$ cat config.mk
export PLATFORM = sky130hd
export DESIGN_NAME = wdidle_top
export DESIGN_NICKNAME = d
export VERILOG_FILES = /design/src/design/wdidle_pkg.sv /design/src/design/wdidle_top.sv
export SDC_FILE = /design/constraint.sdc
export NUM_CORES = 1
export LEC_CHECK = 0
export ABC_CLOCK_PERIOD_IN_PS = 8700
export BUFFER_PORTS_ARGS = -buffer_cell sky130_fd_sc_hd__buf_2
export CAP_MARGIN = 0
export CORE_MARGIN = 5
export CORE_UTILIZATION = 36
export DETAILED_ROUTE_END_ITERATION = 16
export GPL_ROUTABILITY_DRIVEN = 0
export PLACE_DENSITY = 0.55
export SYNTH_ARGS = -nofsm -noshare
export SYNTH_HDL_FRONTEND = slang
export SYNTH_SLANG_ARGS = --single-unit
$ cat constraint.sdc
create_clock -name sys_clk_in -period 8.7 [get_ports sys_clk_in]
set_clock_uncertainty 0.1 [all_clocks]
set_input_delay 0.87 -clock sys_clk_in [delete_from_list [all_inputs] [get_ports sys_clk_in]]
set_output_delay 0.87 -clock sys_clk_in [all_outputs]
set_load 0.01 [all_outputs]
$ cat src/design/wdidle_pkg.sv
// Constants for the watchdog and idle-mode control block
package wdidle_pkg;

  // ----------------------------------------------------------------------
  // Register offsets on the special function register bus
  // ----------------------------------------------------------------------
  localparam logic [7:0] ADDR_DEEP_SLEEP_CONTROL       = 8'h87;
  localparam logic [7:0] ADDR_WATCHDOG_TIMEOUT_SELECT  = 8'h91;
  localparam logic [7:0] ADDR_WATCHDOG_RUN_CONTROL     = 8'h92;
  localparam logic [7:0] ADDR_SYSTEM_CLOCK_CONFIG      = 8'had;
  localparam logic [7:0] ADDR_RESET_CAUSE              = 8'h0f;

  // ----------------------------------------------------------------------
  // Field positions and values
  // ----------------------------------------------------------------------
  localparam int         LIGHT_SLEEP_BIT      = 4;
  localparam int         DEEP_SLEEP_BIT       = 0;
  localparam int         WDT_RESET_FLAG_BIT   = 0;
  localparam int         POWER_ON_FLAG_BIT    = 1;
  localparam logic [7:0] WDT_STOP_CODE        = 8'h55;
  localparam logic [7:0] TIMEOUT_SEL_RESET    = 8'h00;
  localparam logic [7:0] RUN_CONTROL_RESET    = 8'h00;
  localparam logic [7:0] CLOCK_CONFIG_RESET   = 8'h08;
  localparam logic [7:0] DEEP_SLEEP_RESET     = 8'h00;
  localparam logic [7:0] RESET_CAUSE_POWER_ON = 8'h02;
  localparam logic [7:0] READ_NONE            = 8'h00;

  // ----------------------------------------------------------------------
  // Timing
  // ----------------------------------------------------------------------
  localparam int SYS_CLK_HZ      = 25_000_000;
  localparam int LOW_OSC_HZ      = 32_000;
  localparam int BASE_TICK_MS    = 18;
  localparam int RESET_HOLD_MS   = 20;
  localparam int WAKE_DELAY_US   = 100;
  // Base tick in low-speed oscillator cycles, rounded down
  localparam int BASE_TICK_OSC   = LOW_OSC_HZ / 1000 * BASE_TICK_MS;
  // Reset hold counted on the system clock, rounded down
  localparam int RESET_HOLD_CYC  = (SYS_CLK_HZ / 1000) * RESET_HOLD_MS;
  localparam int WAKE_DELAY_CYC  = (SYS_CLK_HZ / 1_000_000) * WAKE_DELAY_US;
  localparam int OSC_DIV_CYC     = (SYS_CLK_HZ + LOW_OSC_HZ - 1) / LOW_OSC_HZ;

  // ----------------------------------------------------------------------
  // Reset sequencer states
  // ----------------------------------------------------------------------
  typedef enum logic [1:0] {
    ST_RUN  = 2'b01,
    ST_HOLD = 2'b10
  } wdidle_state_t;

endpackage

$ cat src/design/wdidle_top.sv
// Watchdog timer with light and deep idle-mode control
`timescale 1ns/1ns
module wdidle_top #(
  parameter int RESET_HOLD_CYCLES = wdidle_pkg::RESET_HOLD_CYC,
  parameter int BASE_TICK_COUNT   = wdidle_pkg::BASE_TICK_OSC,
  parameter int OSC_DIV           = wdidle_pkg::OSC_DIV_CYC
) (
  input  wire logic        sys_clk_in,
  input  wire logic        arst_n_in,
  input  wire logic        sfr_wr_in,
  input  wire logic        sfr_rd_in,
  input  wire logic [7:0]  sfr_addr_in,
  input  wire logic [7:0]  sfr_wdata_in,
  input  wire logic        low_speed_osc_tick_in,
  input  wire logic        use_osc_tick_in,
  input  wire logic [10:0] light_wake_irq_in,
  input  wire logic        timer2_irq_in,
  input  wire logic        lcd_irq_in,
  input  wire logic        wdt_irq_enable_in,
  input  wire logic        return_from_interrupt_in,
  output logic      [7:0]  sfr_rdata_out,
  output logic             global_reset_n_out,
  output logic             watchdog_irq_out,
  output logic             light_sleep_out,
  output logic             deep_sleep_out,
  output logic             core_halt_out,
  output logic             wake_pulse_out,
  output logic             wake_settling_out
);

  // ----------------------------------------------------------------------
  // State
  // ----------------------------------------------------------------------
  typedef struct packed {
    logic [7:0]                timeout_sel;
    logic [7:0]                run_ctrl;
    logic [7:0]                clk_cfg;
    logic [7:0]                deep_ctl;
    logic [7:0]                reset_cause;
    logic [7:0]                rdata;
    logic [15:0]               osc_div;
    logic                      osc_tick;
    logic [1:0]                clr_sync;
    logic [15:0]               prescale;
    logic [7:0]                tick_cnt;
    logic [31:0]               hold_cnt;
    wdidle_pkg::wdidle_state_t state;
    logic                      rst_n;
    logic                      wdt_irq;
    logic                      wake;
    logic [15:0]               settle_cnt;
    logic                      halt;
    logic                      settling;
  } wdidle_state_s_t;

  // ----------------------------------------------------------------------
  // Timing notes
  // ----------------------------------------------------------------------
  // The watchdog time base is the low-speed oscillator tick. It is a
  // one-cycle enable pulse on the system clock, so the whole block stays
  // in one clock domain.
  // The counter clear is applied at once but released only after two
  // oscillator ticks. A timeout can therefore run up to two ticks longer.
  // Writes are ignored while the global reset is held low. A watchdog
  // reset cannot be cut short by software.
  // Every output is registered. The idle-halt and settling flags are kept
  // as their own state bits for that reason.

  wdidle_state_s_t s_reg;
  wdidle_state_s_t s_next;

  logic       wdt_enabled;
  logic       deep_mode;
  logic       tick;
  logic [7:0] limit;
  logic       overflow;

  always_comb begin
    wdt_enabled = (s_reg.run_ctrl != wdidle_pkg::WDT_STOP_CODE);
    deep_mode   = s_reg.deep_ctl[wdidle_pkg::DEEP_SLEEP_BIT];
    tick        = use_osc_tick_in ? low_speed_osc_tick_in : s_reg.osc_tick;
    limit       = 8'h01 << s_reg.timeout_sel[2:0];
    overflow    = 1'b0;
    s_next      = s_reg;
    s_next.wake = 1'b0;

    // --------------------------------------------------------------------
    // Register writes
    // --------------------------------------------------------------------
    if (sfr_wr_in && s_reg.rst_n) begin
      if (sfr_addr_in == wdidle_pkg::ADDR_WATCHDOG_TIMEOUT_SELECT) begin
        s_next.timeout_sel = sfr_wdata_in;
      end else if (sfr_addr_in == wdidle_pkg::ADDR_WATCHDOG_RUN_CONTROL) begin
        s_next.run_ctrl = sfr_wdata_in;
      end else if (sfr_addr_in == wdidle_pkg::ADDR_SYSTEM_CLOCK_CONFIG) begin
        s_next.clk_cfg = sfr_wdata_in;
      end else if (sfr_addr_in == wdidle_pkg::ADDR_DEEP_SLEEP_CONTROL) begin
        s_next.deep_ctl = {7'h00, sfr_wdata_in[wdidle_pkg::DEEP_SLEEP_BIT]};
      end else if (sfr_addr_in == wdidle_pkg::ADDR_RESET_CAUSE) begin
        s_next.reset_cause = sfr_wdata_in;
      end
    end

    // --------------------------------------------------------------------
    // Register reads
    // --------------------------------------------------------------------
    if (sfr_rd_in) begin
      if (sfr_addr_in == wdidle_pkg::ADDR_WATCHDOG_TIMEOUT_SELECT) begin
        s_next.rdata = s_reg.timeout_sel;
      end else if (sfr_addr_in == wdidle_pkg::ADDR_WATCHDOG_RUN_CONTROL) begin
        s_next.rdata = s_reg.run_ctrl;
      end else if (sfr_addr_in == wdidle_pkg::ADDR_SYSTEM_CLOCK_CONFIG) begin
        s_next.rdata = s_reg.clk_cfg;
      end else if (sfr_addr_in == wdidle_pkg::ADDR_DEEP_SLEEP_CONTROL) begin
        s_next.rdata = s_reg.deep_ctl;
      end else if (sfr_addr_in == wdidle_pkg::ADDR_RESET_CAUSE) begin
        s_next.rdata = s_reg.reset_cause;
      end else begin
        s_next.rdata = wdidle_pkg::READ_NONE;
      end
    end

    // --------------------------------------------------------------------
    // Internal oscillator divider, used when no external tick is given
    // --------------------------------------------------------------------
    if (s_reg.osc_div >= 16'(OSC_DIV - 1)) begin
      s_next.osc_div  = 16'h0000;
      s_next.osc_tick = 1'b1;
    end else begin
      s_next.osc_div  = s_reg.osc_div + 16'h0001;
      s_next.osc_tick = 1'b0;
    end

    // --------------------------------------------------------------------
    // Counter clear: held until the second oscillator tick releases it
    // --------------------------------------------------------------------
    // Reset or write clear
    if (!s_reg.rst_n ||
        (sfr_wr_in && sfr_addr_in == wdidle_pkg::ADDR_WATCHDOG_TIMEOUT_SELECT)) begin
      s_next.clr_sync = 2'b11;
    end else if (tick) begin
      s_next.clr_sync = {s_reg.clr_sync[0], 1'b0};
    end

    // --------------------------------------------------------------------
    // Watchdog counter
    // --------------------------------------------------------------------
    if (s_reg.clr_sync[1] || s_next.clr_sync[1]) begin
      s_next.prescale = 16'h0000;
      s_next.tick_cnt = 8'h00;
    end else if (wdt_enabled && tick) begin
      if (s_reg.prescale >= 16'(BASE_TICK_COUNT - 1)) begin
        s_next.prescale = 16'h0000;
        if (s_reg.tick_cnt + 8'h01 >= limit) begin
          overflow        = 1'b1;
          s_next.tick_cnt = 8'h00;
        end else begin
          s_next.tick_cnt = s_reg.tick_cnt + 8'h01;
        end
      end else begin
        s_next.prescale = s_reg.prescale + 16'h0001;
      end
    end

    // --------------------------------------------------------------------
    // Overflow handling and reset sequencing
    // --------------------------------------------------------------------
    case (s_reg.state)
      wdidle_pkg::ST_RUN: begin
        s_next.rst_n = 1'b1;
        if (overflow && !deep_mode) begin
          s_next.state    = wdidle_pkg::ST_HOLD;
          s_next.rst_n    = 1'b0;
          s_next.hold_cnt = 32'h0000_0000;
          s_next.reset_cause[wdidle_pkg::WDT_RESET_FLAG_BIT] = 1'b1;
        end
      end
      wdidle_pkg::ST_HOLD: begin
        s_next.rst_n = 1'b0;
        if (s_reg.hold_cnt >= 32'(RESET_HOLD_CYCLES - 1)) begin
          s_next.state       = wdidle_pkg::ST_RUN;
          s_next.rst_n       = 1'b1;
          // Configuration reloads to defaults; watchdog runs again
          s_next.timeout_sel = wdidle_pkg::TIMEOUT_SEL_RESET;
          s_next.run_ctrl    = wdidle_pkg::RUN_CONTROL_RESET;
          s_next.clk_cfg     = wdidle_pkg::CLOCK_CONFIG_RESET;
          s_next.deep_ctl    = wdidle_pkg::DEEP_SLEEP_RESET;
          s_next.wdt_irq     = 1'b0;
        end else begin
          s_next.hold_cnt = s_reg.hold_cnt + 32'h0000_0001;
        end
      end
      default: begin
        s_next.state = wdidle_pkg::ST_HOLD;
        s_next.rst_n = 1'b0;
      end
    endcase

    if (overflow && deep_mode) begin
      s_next.wdt_irq = 1'b1;
    end else if (return_from_interrupt_in) begin
      s_next.wdt_irq = 1'b0;
    end

    // --------------------------------------------------------------------
    // Wake-up from idle modes
    // --------------------------------------------------------------------
    // Deep idle wake sources only
    if (deep_mode && ((s_next.wdt_irq && wdt_irq_enable_in) || timer2_irq_in || lcd_irq_in)) begin
      s_next.deep_ctl[wdidle_pkg::DEEP_SLEEP_BIT] = 1'b0;
      s_next.wake       = 1'b1;
      s_next.settle_cnt = 16'(wdidle_pkg::WAKE_DELAY_CYC);
    end else if (s_reg.settle_cnt != 16'h0000) begin
      s_next.settle_cnt = s_reg.settle_cnt - 16'h0001;
    end
    if (s_reg.clk_cfg[wdidle_pkg::LIGHT_SLEEP_BIT] &&
        ((|light_wake_irq_in) || (s_next.wdt_irq && wdt_irq_enable_in))) begin
      s_next.clk_cfg[wdidle_pkg::LIGHT_SLEEP_BIT] = 1'b0;
      s_next.wake = 1'b1;
    end

    // --------------------------------------------------------------------
    // Registered status outputs
    // --------------------------------------------------------------------
    // Built from the next state so that the flops match the idle bits
    s_next.halt     = s_next.clk_cfg[wdidle_pkg::LIGHT_SLEEP_BIT] |
                      s_next.deep_ctl[wdidle_pkg::DEEP_SLEEP_BIT];
    s_next.settling = (s_next.settle_cnt != 16'h0000);
  end

  // ----------------------------------------------------------------------
  // State register
  // ----------------------------------------------------------------------
  always_ff @(posedge sys_clk_in or negedge arst_n_in) begin
    if (!arst_n_in) begin
      s_reg             <= '0;
      s_reg.timeout_sel <= wdidle_pkg::TIMEOUT_SEL_RESET;
      s_reg.run_ctrl    <= wdidle_pkg::RUN_CONTROL_RESET;
      s_reg.clk_cfg     <= wdidle_pkg::CLOCK_CONFIG_RESET;
      s_reg.deep_ctl    <= wdidle_pkg::DEEP_SLEEP_RESET;
      s_reg.reset_cause <= wdidle_pkg::RESET_CAUSE_POWER_ON;
      s_reg.clr_sync    <= 2'b11;
      s_reg.state       <= wdidle_pkg::ST_RUN;
      s_reg.rst_n       <= 1'b1;
    end else begin
      s_reg <= s_next;
    end
  end

  // ----------------------------------------------------------------------
  // Outputs
  // ----------------------------------------------------------------------
  // Every output is a plain copy of a state bit, with no logic after the flop.

  // Core halts in idle; vectoring and resume are the core's job
  assign sfr_rdata_out      = s_reg.rdata;
  assign global_reset_n_out = s_reg.rst_n;
  assign watchdog_irq_out   = s_reg.wdt_irq;
  assign light_sleep_out    = s_reg.clk_cfg[wdidle_pkg::LIGHT_SLEEP_BIT];
  assign deep_sleep_out     = s_reg.deep_ctl[wdidle_pkg::DEEP_SLEEP_BIT];
  assign core_halt_out      = s_reg.halt;
  assign wake_pulse_out     = s_reg.wake;
  assign wake_settling_out  = s_reg.settling;

endmodule

## Word-level counts from Yosys, hierarchy flattened

Cells that the tools add are included.

| word-level totals | value |
|---|---|
| output and inout port bits | 15 |
| register bits | 146 |
| logic and storage cells | 119 |
| bits of input ports | 37 |

| cells by class | value |
|---|---|
| bitwise gates (word level) | 5 |
| reduce and logical (&&, ||, !) cells | 26 |
| magnitude comparators | 4 |
| shifts and indexed selects | 1 |
| eq/ne operators | 11 |
| muxes and demuxes | 46 |
| add/subtract/negate cells | 5 |

Operators with widths:

| operator | count |
|---|---|
| 32-bit 2-to-1 mux | 4 |
| 8-bit 2-to-1 mux | 13 |
| 24-bit 2-to-1 mux | 3 |
| 16-bit 2-to-1 mux | 4 |
| 32-bit one-hot mux with 2 select lines | 1 |
| 40-bit 2-to-1 mux | 1 |
| 35-bit 2-to-1 mux | 1 |
| 16-bit by 1-bit adder with 16-bit output (second input constant) | 2 |
| 32-bit by 1-bit adder with 32-bit output (second input constant) | 1 |
| 8-bit == test (second input constant) | 4 |
| 16-bit by 10-bit greater-or-equal comparator with 1-bit output (second input constant) | 2 |
| 32-bit by 19-bit greater-or-equal comparator with 1-bit output (second input constant) | 1 |
| 16-bit nonzero test | 2 |
| 17-bit 2-to-1 mux | 1 |
| 16-bit by 1-bit subtractor with 16-bit output (second input constant) | 1 |
| 1-bit 2-to-1 mux | 14 |
| 11-bit OR reduction | 1 |
| 8-bit by 1-bit adder with 8-bit output (second input constant) | 1 |
| 8-bit by 4-bit == test with 1-bit output (second input constant) | 1 |
| 8-bit greater-or-equal comparator | 1 |
| 1-bit logical AND | 8 |
| 8-bit by 7-bit inequality test with 1-bit output (second input constant) | 1 |
| 2-bit nonzero test | 4 |
| 1-bit by 3-bit left shift with 8-bit output (first input constant) | 1 |
| 13 further kinds | 25 |

## Depth between registers and ports, before layout

Gate-level depths: netlist (run 1).

| depth | value |
|---|---|
| depth in word-level cells | 14 |
| mapped depth | 12 |
| mapped depth without buffers | 11 |

## Worst setup path before layout (run 1)

Ideal clock, no wire load.

| timing path | value |
|---|---|
| path kind | input to register |
| start point | in use_osc_tick_in |
| end point | reg s_reg[39] in the netlist's numbering |
| data arrival time | 2.829 ns |
| buffers on the path | 2 |
| library setup time | 0.079 ns |
| stages on the path | 8 |
| data required time | 8.521 ns |
| slack | 5.692 ns |
| path through | mux2_2 > a21oi_1 > and3b_1 > clkbuf_1 > a41oi_2 > buf_2 > nor4_1 > mux2i_1 |

| on the way | value |
|---|---|
| word-level cells in the longest chain between the ends | 8 |
| elaborated cells between the ends (all ways) | 10 |
| those cells by class | eq/ne: 1; mux: 5; reduce/logical: 4 |

RTL lines:

| item | RTL line | source |
|---|---|---|
| start: declaration | wdidle_top.sv:15 | `input wire logic use_osc_tick_in,` |
| 1-bit 2-to-1 mux (*) | wdidle_top.sv:81 | `tick = use_osc_tick_in ? low_speed_osc_tick_in : s_reg.osc_tick;` |
| 2-bit 2-to-1 mux | wdidle_top.sv:141 | `end else if (tick) begin` |
| 2-bit 2-to-1 mux | wdidle_top.sv:138 | `if (!s_reg.rst_n \|\|` |
| 1-bit logical OR | wdidle_top.sv:148 | `if (s_reg.clr_sync[1] \|\| s_next.clr_sync[1]) begin` |
| 1-bit 2-to-1 mux (*) | wdidle_top.sv:148 |  |
| 1-bit logical AND (*) | wdidle_top.sv:171 | `if (overflow && !deep_mode) begin` |
| 2-bit inequality test (no source line) (*) | -- |  |
| 3-bit AND reduction (no source line) (*) | -- |  |
| end signal: assignment | wdidle_top.sv:246 | `s_reg <= s_next;` |
| end: declaration | wdidle_top.sv:69 | `wdidle_state_s_t s_reg;` |

Every way passes the cells marked *; elsewhere a longest branch is shown, timed or not. The select of a mux whose other input is x is not followed.
A chain may end at the register's enable or synchronous reset.

## Worst setup path in the final report (run 1)

| timing path | value |
|---|---|
| start point | reg s_reg[55] in the netlist's numbering |
| end point | reg s_reg[54] in the netlist's numbering |

| on the way | value |
|---|---|
| word-level cells in the longest chain between the ends | 9 |

RTL lines:

| item | RTL line | source |
|---|---|---|
| 8-bit by 1-bit adder with 8-bit output | wdidle_top.sv:154 | `if (s_reg.tick_cnt + 8'h01 >= limit) begin` |
| 8-bit greater-or-equal comparator | wdidle_top.sv:154 |  |
| 1-bit 2-to-1 mux | wdidle_top.sv:154 |  |
| 1-bit 2-to-1 mux | wdidle_top.sv:152 | `if (s_reg.prescale >= 16'(BASE_TICK_COUNT - 1)) begin` |
| 1-bit 2-to-1 mux | wdidle_top.sv:151 | `end else if (wdt_enabled && tick) begin` |
| 1-bit 2-to-1 mux | wdidle_top.sv:148 |  |
| 1-bit logical AND | wdidle_top.sv:171 |  |
| 2-bit inequality test (no source line) | -- |  |
| 3-bit AND reduction (no source line) | -- |  |

Every way passes these cells.

==> results of run 1 <==
## cell usage in the layout, fill, tap and decap left out, drive strengths merged, types with 19 or more instances in the layout
cell type	Yosys	layout
nand3	32	32
and3	20	20
nand2	42	42
nor2	89	89
mux2i	29	29
dfrtp	140	140
clkbuf	27	24
o31ai	21	21
nor2b	19	19
buf	15	55
## cell families (layout without fill, tap and decap cells)
group	count (synthesis)	after routing	synth area share [%]
buffers and inverters	59	102	3.493
multiplexers	37	37	5.180
adder cells (fa/ha/maj)	18	18	3.067
XOR/XNOR	31	31	3.697
flip-flops	146	146	49.86
AND/OR/NAND/NOR	294	294	20.89
other	1	6	0.05107
AO/OA/AOI/OAI	136	136	13.77
## final timing paths
check / from / to / cells after the start
setup / recovery: s_reg[55]$_DFFE_PN0P_ / s_reg[54]$_DFFE_PN0P_ / 10
hold / removal: s_reg[50]$_DFFE_PN0P_ / s_reg[50]$_DFFE_PN0P_ / 1
setup reg to reg: s_reg[55]$_DFFE_PN0P_ / s_reg[54]$_DFFE_PN0P_ / 10
hold reg to reg: s_reg[50]$_DFFE_PN0P_ / s_reg[50]$_DFFE_PN0P_ / 1
max in group asynchronous: arst_n_in / s_reg[28]$_DFFE_PN0P_ / 2
min in group asynchronous: arst_n_in / s_reg[82]$_DFF_PN0_ / 1
## synthesized netlist by cell type, types with 3 or more instances
master     count  share of area [%]
a222oi_1       8                1.1
o22ai_1        4               0.34
or4_1          3               0.31
nor2_1        89                4.5
a32o_1         7               0.95
nor4_1        14                1.2
nand2_1       42                2.1
mux2_2         8                1.2
a22oi_1        8               0.82
xor2_1        16                1.9
or3b_2         3               0.36
nand2b_1       4               0.34
and2_1         6               0.51
mux2i_1       29                4.0
o21ai_0       17                1.2
o31ai_1       21                2.1
and3_1        20                1.7
nand3_1       32                2.2
nand3b_1       4               0.41
ha_1          18                3.1
dfstp_2        6                2.1
xnor2_1       15                1.8
dfrtp_1      140                 48
inv_1         17               0.87
o211ai_1       4               0.41
buf_1          3               0.15
nor3_1        17                1.2
nor3b_1        3               0.31
nor2b_1       19                1.6
o21a_1         6               0.61
o2111ai_1      3               0.36
buf_4          8               0.82
nand4_1       15                1.3
a31oi_1       13                1.1
a21o_1         5               0.51
buf_2          4               0.27
clkbuf_1      27                1.4
or3_1          4               0.34
a21oi_1       13               0.89
## per-layer routing
metal	part of all wire, %	vias up	wire [um]	global-route usage (%)
met1	47	2777	8220	20.42
met3	3.9	20	679	3.873
met2	47	121	8269	23.67
met4	1.6	0	286	5.176
li1	-	2715	-	-
met5	0	-	0	0
## per-stage QoR
step,cells,power (mW)
floorplan,727,0.9560
global placement,1010,1.018
detailed placement,1010,1.028
CTS,1040,1.698
global route,1040,1.769
finish,1040,1.679
## layout make-up
type	count	area (um2)
tap	270	337.8
clock buffer	24	461.7
multi-input combinational	522	3450
clock inverter	6	58.81
fill	1962	11850
inverter	17	63.81
timing repair buffer	55	291.5
sequential	146	3661
## power breakdown
group	internal [mW]	switching [mW]	total (mW)
combinational	0.0899	0.121	0.211
sequential	0.739	0.0717	0.810
clock	0.396	0.262	0.657
## worst register-to-register path: stages (launching register included)
cell	delay (ns)
dfrtp_1	0.43
ha_1	0.25
nand3_1	0.12
nor2_1	0.07
xor2_1	0.16
ha_1	0.33
nand4_1	0.12
o31ai_1	0.61
a41oi_2	0.71
nor2_1	0.87
nor2b_1	0.12
==> impl_results.md, run 1 <==
* Cell area power density at just over 200 mW/mm2
* Required time worst endpoint at approximately 8.9 ns
* Cell chosen for the clock root: clkbuf_16
* Max FFs per register at 131
* Yosys warning count at 0
* Leakage power at around 3.8 nW
* Sort of element at the start of the critical path: register
* Fmax at around 250 MHz
* Vertical extent of the die at about 150 um
* EDFF count, synth at 0
* Worst min-delay path category: register to register
* Flip-flop cell with the highest count after synthesis: dfrtp_1
* Post-detailed-route count of antenna-violating nets at 0
* Maximum clock insertion buffer count at 2
* Hold Slack at a little under 0.4 ns
* Largest net degree at the start of global routing at 94
* Cell variety after synth at 75
* Critical path capture point type: register
* Max_slew headroom at between 20% and 30%
* Number of register bits inferred by synthesis at 146
* Resized cells post-CTS at 0
* Core occupancy in the finished layout at around two fifths
* Relative area change from synthesis to final layout at 13.36%
* Clock network latency to the later pin of the worst-skew pair at 0.41 ns
* RSZ-0062 raised after global routing: false
* Hold violation count in the final report at 0
* Number of port buffers at 51
* Drt initial violations at ~520
* DIE AREA at between 0.02 and 0.025 mm2
* Register-to-Register Setup Slack at 4.67 ns
* Initial cell density of the core at a little over a third
* Num ports at 52
* CTS Hold Buffers Added at 0
* Tmin final at roughly 4.0 ns
* Post-Syn Area at ~0.0073 mm2
* Total half-perimeter wirelength after legalization and detailed placement at 11,850 um
* Result of the run: finished clean
* Share of the clock period used by the worst path at around 46%
* TritonCTS clock tree: done
* PnR worst setup slack at roughly 4.7 ns
* Sum Neg Setup Slack at 0 ns
* Max-cap violations at 0
* Highest cell delay on the worst timing path at about 0.86 ns
* Deepest level of the CTS H-tree at 4
* Share of flip-flops with an asynchronous set or reset at 100.0%
* Routed via count at 5,633
* Fraction of layout instances using a drive strength above 1 at between 10% and 20%
* Routed length per instance at roughly 17 um
* Cell family with most CP delay: compound AO/OA/AOI/OAI gates
* Peak VDD IR at between 0.08 and 0.09 mV
* CP max FO at 24
* Count of buffering cells on the critical path with inverters included at 0
* Global route total overflow at 0
* Post-route cell area at ~0.0083 mm2
* Global-route wire length before repair at 29,110 um
* Crit path cell chain: ha_1 > nand3_1 > nor2_1 > xor2_1 > ha_1 > nand4_1 > o31ai_1 > a41oi_2 > nor2_1 > nor2b_1
* Mapped Cells at approximately 720
* Number of optimization iterations in the first detailed-route pass at 5
* Number of global-route vias before repair at 5,677
* Setup WS pre-CTS at 4.612 ns
* Type of the worst setup path: register to register
* Net count of the finished layout at about 800
* Crit path DAT at around 4.2 ns
* Number of max-slew violations in the final report at 0
* Detailed-route DRC error count at 0
* Width of the die at approximately 150 um
* Num CTS Buffers at 17
* Highest-delay cell along the critical path: nor2_1
* Sequential share of the synthesized area at 49.86%
* Post-CTS Setup Repair Bufs at 0
* Row count at 52
* GRT Util Overall at between 10% and 20%
* Synthesized area per cell at approximately 10 um2
* Post-detailed-placement cell area at ~0.0078 mm2
* Final setup violating endpoints at 0
* Register clock-pin slew on the reported worst setup and hold paths at about 0.05 ns
* Core ar. at roughly 0.020 mm2
* Transition time at the pin with the least slew margin at 1.121 ns
* Routed wire length at 17,460 um
* Number of antenna repair diodes at 0
* Number of clock sinks at 146
* Vias per inst at about 5.4
* Initial antenna violation count at 0
(Power assumes the default switching activity.)
==> run 2, diff against run 1 <==
- ABC_CLOCK_PERIOD_IN_PS: 8700 -> 3640
- PLACE_DENSITY: 0.55 -> 0.57
- clock period: 8.7 -> 3.64 ns (I/O delays scaled with it)
==> run 2 against run 1 <==
Against the previous run:
- die area unchanged
- register-to-register slack got worse by 4.3 ns
- utilization up 0.92 points
- non-clock buffer count grew 11
- wire length is 5.3% lower
- largest cell class unchanged
- largest power group unchanged
- highest routed layer unchanged
==> impl_results.md, run 2 (same netlist as run 1, synthesis figures left out) <==
* Proportion of power drawn by combinational gates at 11.8% (-0.8 points)
* Total half-perimeter wirelength after legalization and detailed placement at 11,350 um (-4.2%)
* Routed length per instance at 15.70 um (-6.4%)
* PnR worst setup slack at 0.4211 ns (-4.251 ns)
* Type of the worst setup path: register to register
* Number of optimization iterations in the first detailed-route pass at 7 (+2)
* Num CTS Buffers at 17 (unchanged)
* Number of clock sinks at 146 (unchanged)
* GR Layer Usage met3 at 2.912% (-0.96 points)
* RSZ-0062 raised after global routing: false
* Number of port buffers at 51 (unchanged)
* Cell area power density at 494.2 mW/mm2 (+150%)
* Clock network latency to the later pin of the worst-skew pair at 0.42 ns (about the same)
* Routed via count at 5,612 (-0.37%)
* Routed wire length at 16,540 um (-5.3%)
* GRT Util Overall at 14.71% (-0.38 points)
* Switching power as a share of total power at 27.63% (+0.58 points)
* Required time worst endpoint at 3.88 ns (-4.98 ns)
* Core occupancy in the finished layout at 42.19% (+0.92 points)
* Max FFs per register at 131 (unchanged)
* Leakage power at 3.918 nW (+2.3%)
* Post-CTS Setup Repair Bufs at 0 (unchanged)
* DIE AREA at 0.02335 mm2 (unchanged)
* Number of max-slew violations in the final report at 0 (unchanged)
* Count of filler cells inserted in the layout at 1,954 (-0.41%)
* Commonest non-fill, non-tap cells in the layout: dfrtp_1, nor2_1, buf_2
* Relative area change from synthesis to final layout at 15.88%
* Critical path capture point type: register
* Maximum clock insertion buffer count at 2 (unchanged)
* Setup WS pre-CTS at 0.2579 ns (-4.354 ns)
* Number of antenna repair diodes at 0 (unchanged)
* Detailed-route DRC error count at 0 (unchanged)
* Relative contribution of sequential cells to total power at 45.8% (-2.5 points)
* Deepest level of the CTS H-tree at 4 (unchanged)
* Largest net degree at the start of global routing at 83 (-12%)
* Most congested layer reported by global routing: met2
* Leading cell type in the layout, fill and taps excluded: dfrtp_1
* Fmax at 310.7 MHz (+25%)
* Net count of the finished layout at 825 (+1.4%)
* CP max FO at 20 (-17%)
* Vertical extent of the die at 152.8 um (unchanged)
* Post-detailed-route count of antenna-violating nets at 0 (unchanged)
* Switching component of the power at 1.162 mW (+160%)
* Hold violation count in the final report at 0 (unchanged)
* Global-route wire length before repair at 28,660 um (-1.5%)
* Vias per inst at 5.330 (-1.6%)
* Initial cell density of the core at 36.41% (unchanged)
* Tmin final at 3.219 ns (-0.8088 ns)
* Register clock-pin slew on the reported worst setup and hold paths at 0.07 ns (+0.02 ns)
* Sum Neg Setup Slack at 0 ns (unchanged)
* Initial antenna violation count at 0 (unchanged)
* Sort of element at the start of the critical path: register
* Share of the clock period used by the worst path at 88.43% (+42 points)
* Peak VDD IR at 0.2332 mV (+170%)
* Number of global-route vias before repair at 5,533 (-2.5%)
* Row count at 52 (unchanged)
* Drt initial violations at 307 (-41%)
* Max_slew headroom at 45.29% (+20 points)
* Core ar. at 0.02017 mm2 (unchanged)
* Cell chosen for the clock root: clkbuf_16
* Max-cap violations at 0 (unchanged)
* Crit path DAT at 3.46 ns (-0.73 ns)
* Internal Dissipation at 3.043 mW (+150%)
* Num ports at 52 (unchanged)
* Final setup violating endpoints at 0 (unchanged)
* Worst min-delay path category: input port to register
* Fraction of layout instances using a drive strength above 1 at 15.71% (+2.1 points)
* Clock group share of total power at 42.4% (+3.2 points)
* Global route total overflow at 0 (unchanged)
* Width of the die at 152.8 um (unchanged)
* Global-route track usage on met2 at 22.95% (-0.72 points)
* TritonCTS clock tree: done
* Global-route track usage on met1 at 21.00% (+0.58 points)
* Result of the run: finished clean
* Transition time at the pin with the least slew margin at 0.8171 ns (-0.3044 ns)
## run 2: worst paths after layout
path,start,to,slack (ns),cells after the start
max,s_reg[55]$_DFFE_PN0P_,s_reg[37]$_DFFE_PN0P_,0.42,11
min,return_from_interrupt_in,watchdog_irq_out$_DFF_PN0_,0.13,4
max reg2reg,s_reg[55]$_DFFE_PN0P_,s_reg[37]$_DFFE_PN0P_,0.42,11
min reg2reg,s_reg[91]$_DFF_PN0_,s_reg[91]$_DFF_PN0_,0.40,2
max in group asynchronous,arst_n_in,s_reg[21]$_DFFE_PN1P_,2.17,3
min in group asynchronous,arst_n_in,s_reg[76]$_DFFE_PN0P_,0.43,2
## run 2: power groups by stage
stage	clock [mW]	combinational (mW)	sequential, mW
after floorplan	0	0.389	1.90
after global placement	0	0.490	1.95
after detailed placement	0	0.496	1.95
after CTS	1.83	0.501	1.92
after global routing	1.90	0.575	1.95
final	1.78	0.494	1.93
## run 2: per-stage QoR
stage               hold slack (ns)  instances  instance area, um2  power, mW
floorplan                  -0.03159        727                7362      2.285
global placement             0.3564       1020                7886      2.441
detailed placement           0.3615       1020                7886      2.446
CTS                          0.1179       1053                8502      4.250
global route                 0.1358       1053                8509      4.422
finish                       0.1269       1053                8509      4.205
## run 2: per-layer routing
metal  vias up  wire, um
li1       2747         -
met1      2739      7991
met2       106      7655
met3        20       692
met4         0       196
met5         -         0
## run 2: critical path, stage by stage, from the launching register on
cell,delay (ns)
dfrtp_1,0.43
ha_1,0.24
nand3_1,0.12
nor2_1,0.07
xor2_1,0.16
ha_1,0.32
nand4_1,0.13
o31ai_2,0.45
a41oi_2,0.26
buf_4,0.28
nor4_1,0.35
mux2i_1,0.22
## run 2: final cells by class
| type | instances | area [um2] | area share, % |
|---|---|---|---|
| clock buffers | 20 | 456.7 | 5.367 |
| clock inverters | 12 | 148.9 | 1.750 |
| inverters | 17 | 63.81 | 0.7499 |
| multi-input cells | 522 | 3452 | 40.57 |
| flip-flops and latches | 146 | 3661 | 43.02 |
| well taps | 270 | 337.8 | 3.970 |
| repair buffers | 66 | 389.1 | 4.573 |
## run 2: repair_timing
action                                  in CTS  in global routing
endpoints found under the setup margin       0                 15
hold buffers                                 1                  0
gates resized for setup                      0                  2
endpoints found under the hold margin       79                  0
==> run 3, diff against run 2 <==
- CORE_MARGIN: 5 -> 1.5
==> run 3 against run 2 <==
Against the previous run:
- first-iteration DRC count rose by 19%
- utilization is 0.062 points higher
- die area is 9.0% lower
- sequential power about the same
==> impl_results.md, run 3 (same netlist as run 1, synthesis figures left out) <==
* Result of the run: finished clean
* Relative area change from synthesis to final layout at 15.68%
* Switching power as a share of total power at 26.74% (-0.89 points)
* Required time worst endpoint at 3.88 ns (about the same)
* Largest net degree at the start of global routing at 90 (+8.4%)
* Max_slew headroom at 40.75% (-4.5 points)
* Sum Neg Setup Slack at 0 ns (unchanged)
* Num CTS Buffers at 17 (unchanged)
* Row count at 52 (unchanged)
* Internal Dissipation at 3.076 mW (+1.1%)
* Number of antenna repair diodes at 0 (unchanged)
* Fraction of layout instances using a drive strength above 1 at 15.33% (-0.38 points)
* Cell area power density at 494.3 mW/mm2 (about the same)
* Top metal layer carrying routed signals: met4
* Number of optimization iterations in the first detailed-route pass at 5 (-2)
* Transition time at the pin with the least slew margin at 0.8849 ns (+0.06783 ns)
* Routed length per instance at 15.96 um (+1.6%)
* Number of port buffers at 51 (unchanged)
* Clock network latency to the later pin of the worst-skew pair at 0.42 ns (about the same)
* Setup WS pre-CTS at 0.3088 ns (+0.05097 ns)
* Post-detailed-route count of antenna-violating nets at 0 (unchanged)
* Initial antenna violation count at 0 (unchanged)
* Drt initial violations at 366 (+19%)
* Detailed-route DRC error count at 0 (unchanged)
* Worst flop-to-flop path startpoint: s_reg[55]$_DFFE_PN0P_
* CP max FO at 23 (+15%)
* Routed wire length at 16,800 um (+1.6%)
* Total power consumption of the routed design at 4.199 mW (-0.15%)
* Path depth of the worst reg2reg path at 11 (unchanged)
* Relative contribution of sequential cells to total power at 46.0% (+0.2 points)
* Global-route wire length before repair at 28,600 um (-0.22%)
* DR WL met2 at 7970 um (+4.1%)
* Worst min-delay path category: input port to register
* Initial cell density of the core at 36.53% (+0.12 points)
* Clock group share of total power at 42.1% (-0.3 points)
* Net count of the finished layout at 825 (unchanged)
* Deepest level of the CTS H-tree at 4 (unchanged)
* Worst min-delay path startpoint: sfr_wdata_in[5]
* Number of max-slew violations in the final report at 0 (unchanged)
* Max FFs per register at 131 (unchanged)
* Crit path DAT at 3.45 ns (about the same)
* Leakage power at 3.911 nW (-0.20%)
* Peak VDD IR at 0.2971 mV (+27%)
* Register clock-pin slew on the reported worst setup and hold paths at 0.06 ns (about the same)
* Vertical extent of the die at 145.8 um (-4.6%)
* Routed via count at 5,637 (+0.45%)
* Width of the die at 145.8 um (-4.6%)
* Cell chosen for the clock root: clkbuf_16
* Type of the worst setup path: register to register
* Commonest non-fill, non-tap cells in the layout: dfrtp_1, nor2_1, buf_2
* RSZ-0062 raised after global routing: false
* Hold violation count in the final report at 0 (unchanged)
* Reg2Reg Capture Point: s_reg[40]$_DFFE_PN0P_
* DIE AREA at 0.02126 mm2 (-9.0%)
* Vias per inst at 5.353 (+0.45%)
* Wire length on met3 at 542 um (-22%)
* Max-cap violations at 0 (unchanged)
* Final setup violating endpoints at 0 (unchanged)
* TritonCTS clock tree: done
* Num ports at 52 (unchanged)
* Register-to-Register Setup Slack at 0.42 ns (about the same)
* Capture endpoint of the worst hold path: s_reg[111]$_DFFE_PN0P_
* Global route total overflow at 0 (unchanged)
* Multi-input combinational cell area at 0.003452 mm2 (unchanged)
* Sort of element at the start of the critical path: register
* Proportion of power drawn by combinational gates at 11.9% (about the same)
* Maximum clock insertion buffer count at 2 (unchanged)
* Area taken by flip-flops and latches at 0.003661 mm2 (unchanged)
* Critical path capture point type: register
* Share of the clock period used by the worst path at 88.39% (about the same)
* Metal-1 WL at 8126 um (+1.7%)
* Switching component of the power at 1.123 mW (-3.4%)
* PnR worst setup slack at 0.4225 ns (+0.001350 ns)
* Number of global-route vias before repair at 5,579 (+0.83%)
* Number of clock sinks at 146 (unchanged)
* Count of filler cells inserted in the layout at 1,958 (+0.20%)
* Leading cell type in the layout, fill and taps excluded: dfrtp_1
* GRT Util Overall at 16.63% (+1.9 points)
* Hold Crit Depth at 2 (-2)
* Tmin final at 3.218 ns (-0.001350 ns)
* Core ar. at 0.02010 mm2 (-0.32%)
* Total half-perimeter wirelength after legalization and detailed placement at 11,430 um (+0.77%)
* Fmax at 310.8 MHz (about the same)
## run 3: cell count changes in the layout (fill, tap and decap cells not counted), sizes merged
cell / before / now
bufinv: 2 / 3
clkinv: 3 / 4
inv: 21 / 17
clkbuf: 20 / 22
## run 3: final cells by class
type | count | area share (%)
clock buffer | 22 | 5.347
clock inverter | 10 | 1.606
inverter | 17 | 0.7512
multi-input combinational | 522 | 40.64
sequential | 146 | 43.10
tap | 270 | 3.977
timing repair buffer | 66 | 4.581
## run 3: how the worst max path moves through the flow
stage                                startpoint               endpoint  slack [ns]  depth (start not counted)
after floorplan            s_reg[139]$_DFF_PN0_  s_reg[39]$_DFFE_PN0P_        0.69                         10
after global placement    s_reg[55]$_DFFE_PN0P_  s_reg[40]$_DFFE_PN0P_        0.37                         11
after detailed placement  s_reg[55]$_DFFE_PN0P_  s_reg[40]$_DFFE_PN0P_        0.31                         11
after CTS                 s_reg[55]$_DFFE_PN0P_  s_reg[40]$_DFFE_PN0P_        0.26                         11
after global routing       s_reg[139]$_DFF_PN0_     s_reg[4]$_DFF_PN0_        0.14                          9
final                     s_reg[55]$_DFFE_PN0P_  s_reg[40]$_DFFE_PN0P_        0.42                         11
## run 3: power groups by stage
stage	Combinational [mW]	Sequential, mW	Clock [mW]
finish	0.499	1.93	1.77
global route	0.579	1.95	1.87
CTS	0.505	1.93	1.80
detailed placement	0.498	1.95	0
global placement	0.493	1.95	0
floorplan	0.389	1.90	0
## run 3: metal layers
metal | track usage, % | vias up
met5 | 0 | -
met4 | 5.153 | 0
met2 | 26.45 | 95
met1 | 23.22 | 2797
met3 | 2.790 | 13
li1 | - | 2732
## run 3: critical path: stages, from the launching register on
cell	delay (ns)
dfrtp_1	0.43
ha_1	0.24
nand3_1	0.13
nor2_1	0.07
xor2_1	0.16
ha_1	0.33
nand4_1	0.13
o31ai_2	0.46
a41oi_2	0.20
buf_4	0.26
or4_1	0.48
a21oi_1	0.15
## run 3: metrics by stage
step	util [%]	cells	area (um2)	hold WS, ns
floorplan	-	727	7362	-0.03159
global placement	39.23	1020	7886	0.3801
detailed placement	39.23	1020	7886	0.3908
CTS	42.21	1053	8487	0.1149
global route	42.25	1053	8494	0.1256
finish	42.25	1053	8494	0.1280
## run 3: repair_timing
| item | 4_1_cts | 5_1_grt |
|---|---|---|
| endpoints found under the hold margin | 85 | 0 |
| setup endpoints to repair | 0 | 14 |
| resized for setup | 0 | 2 |
| hold buffers | 1 | 0 |
| buffers inserted | 0 | 0 |
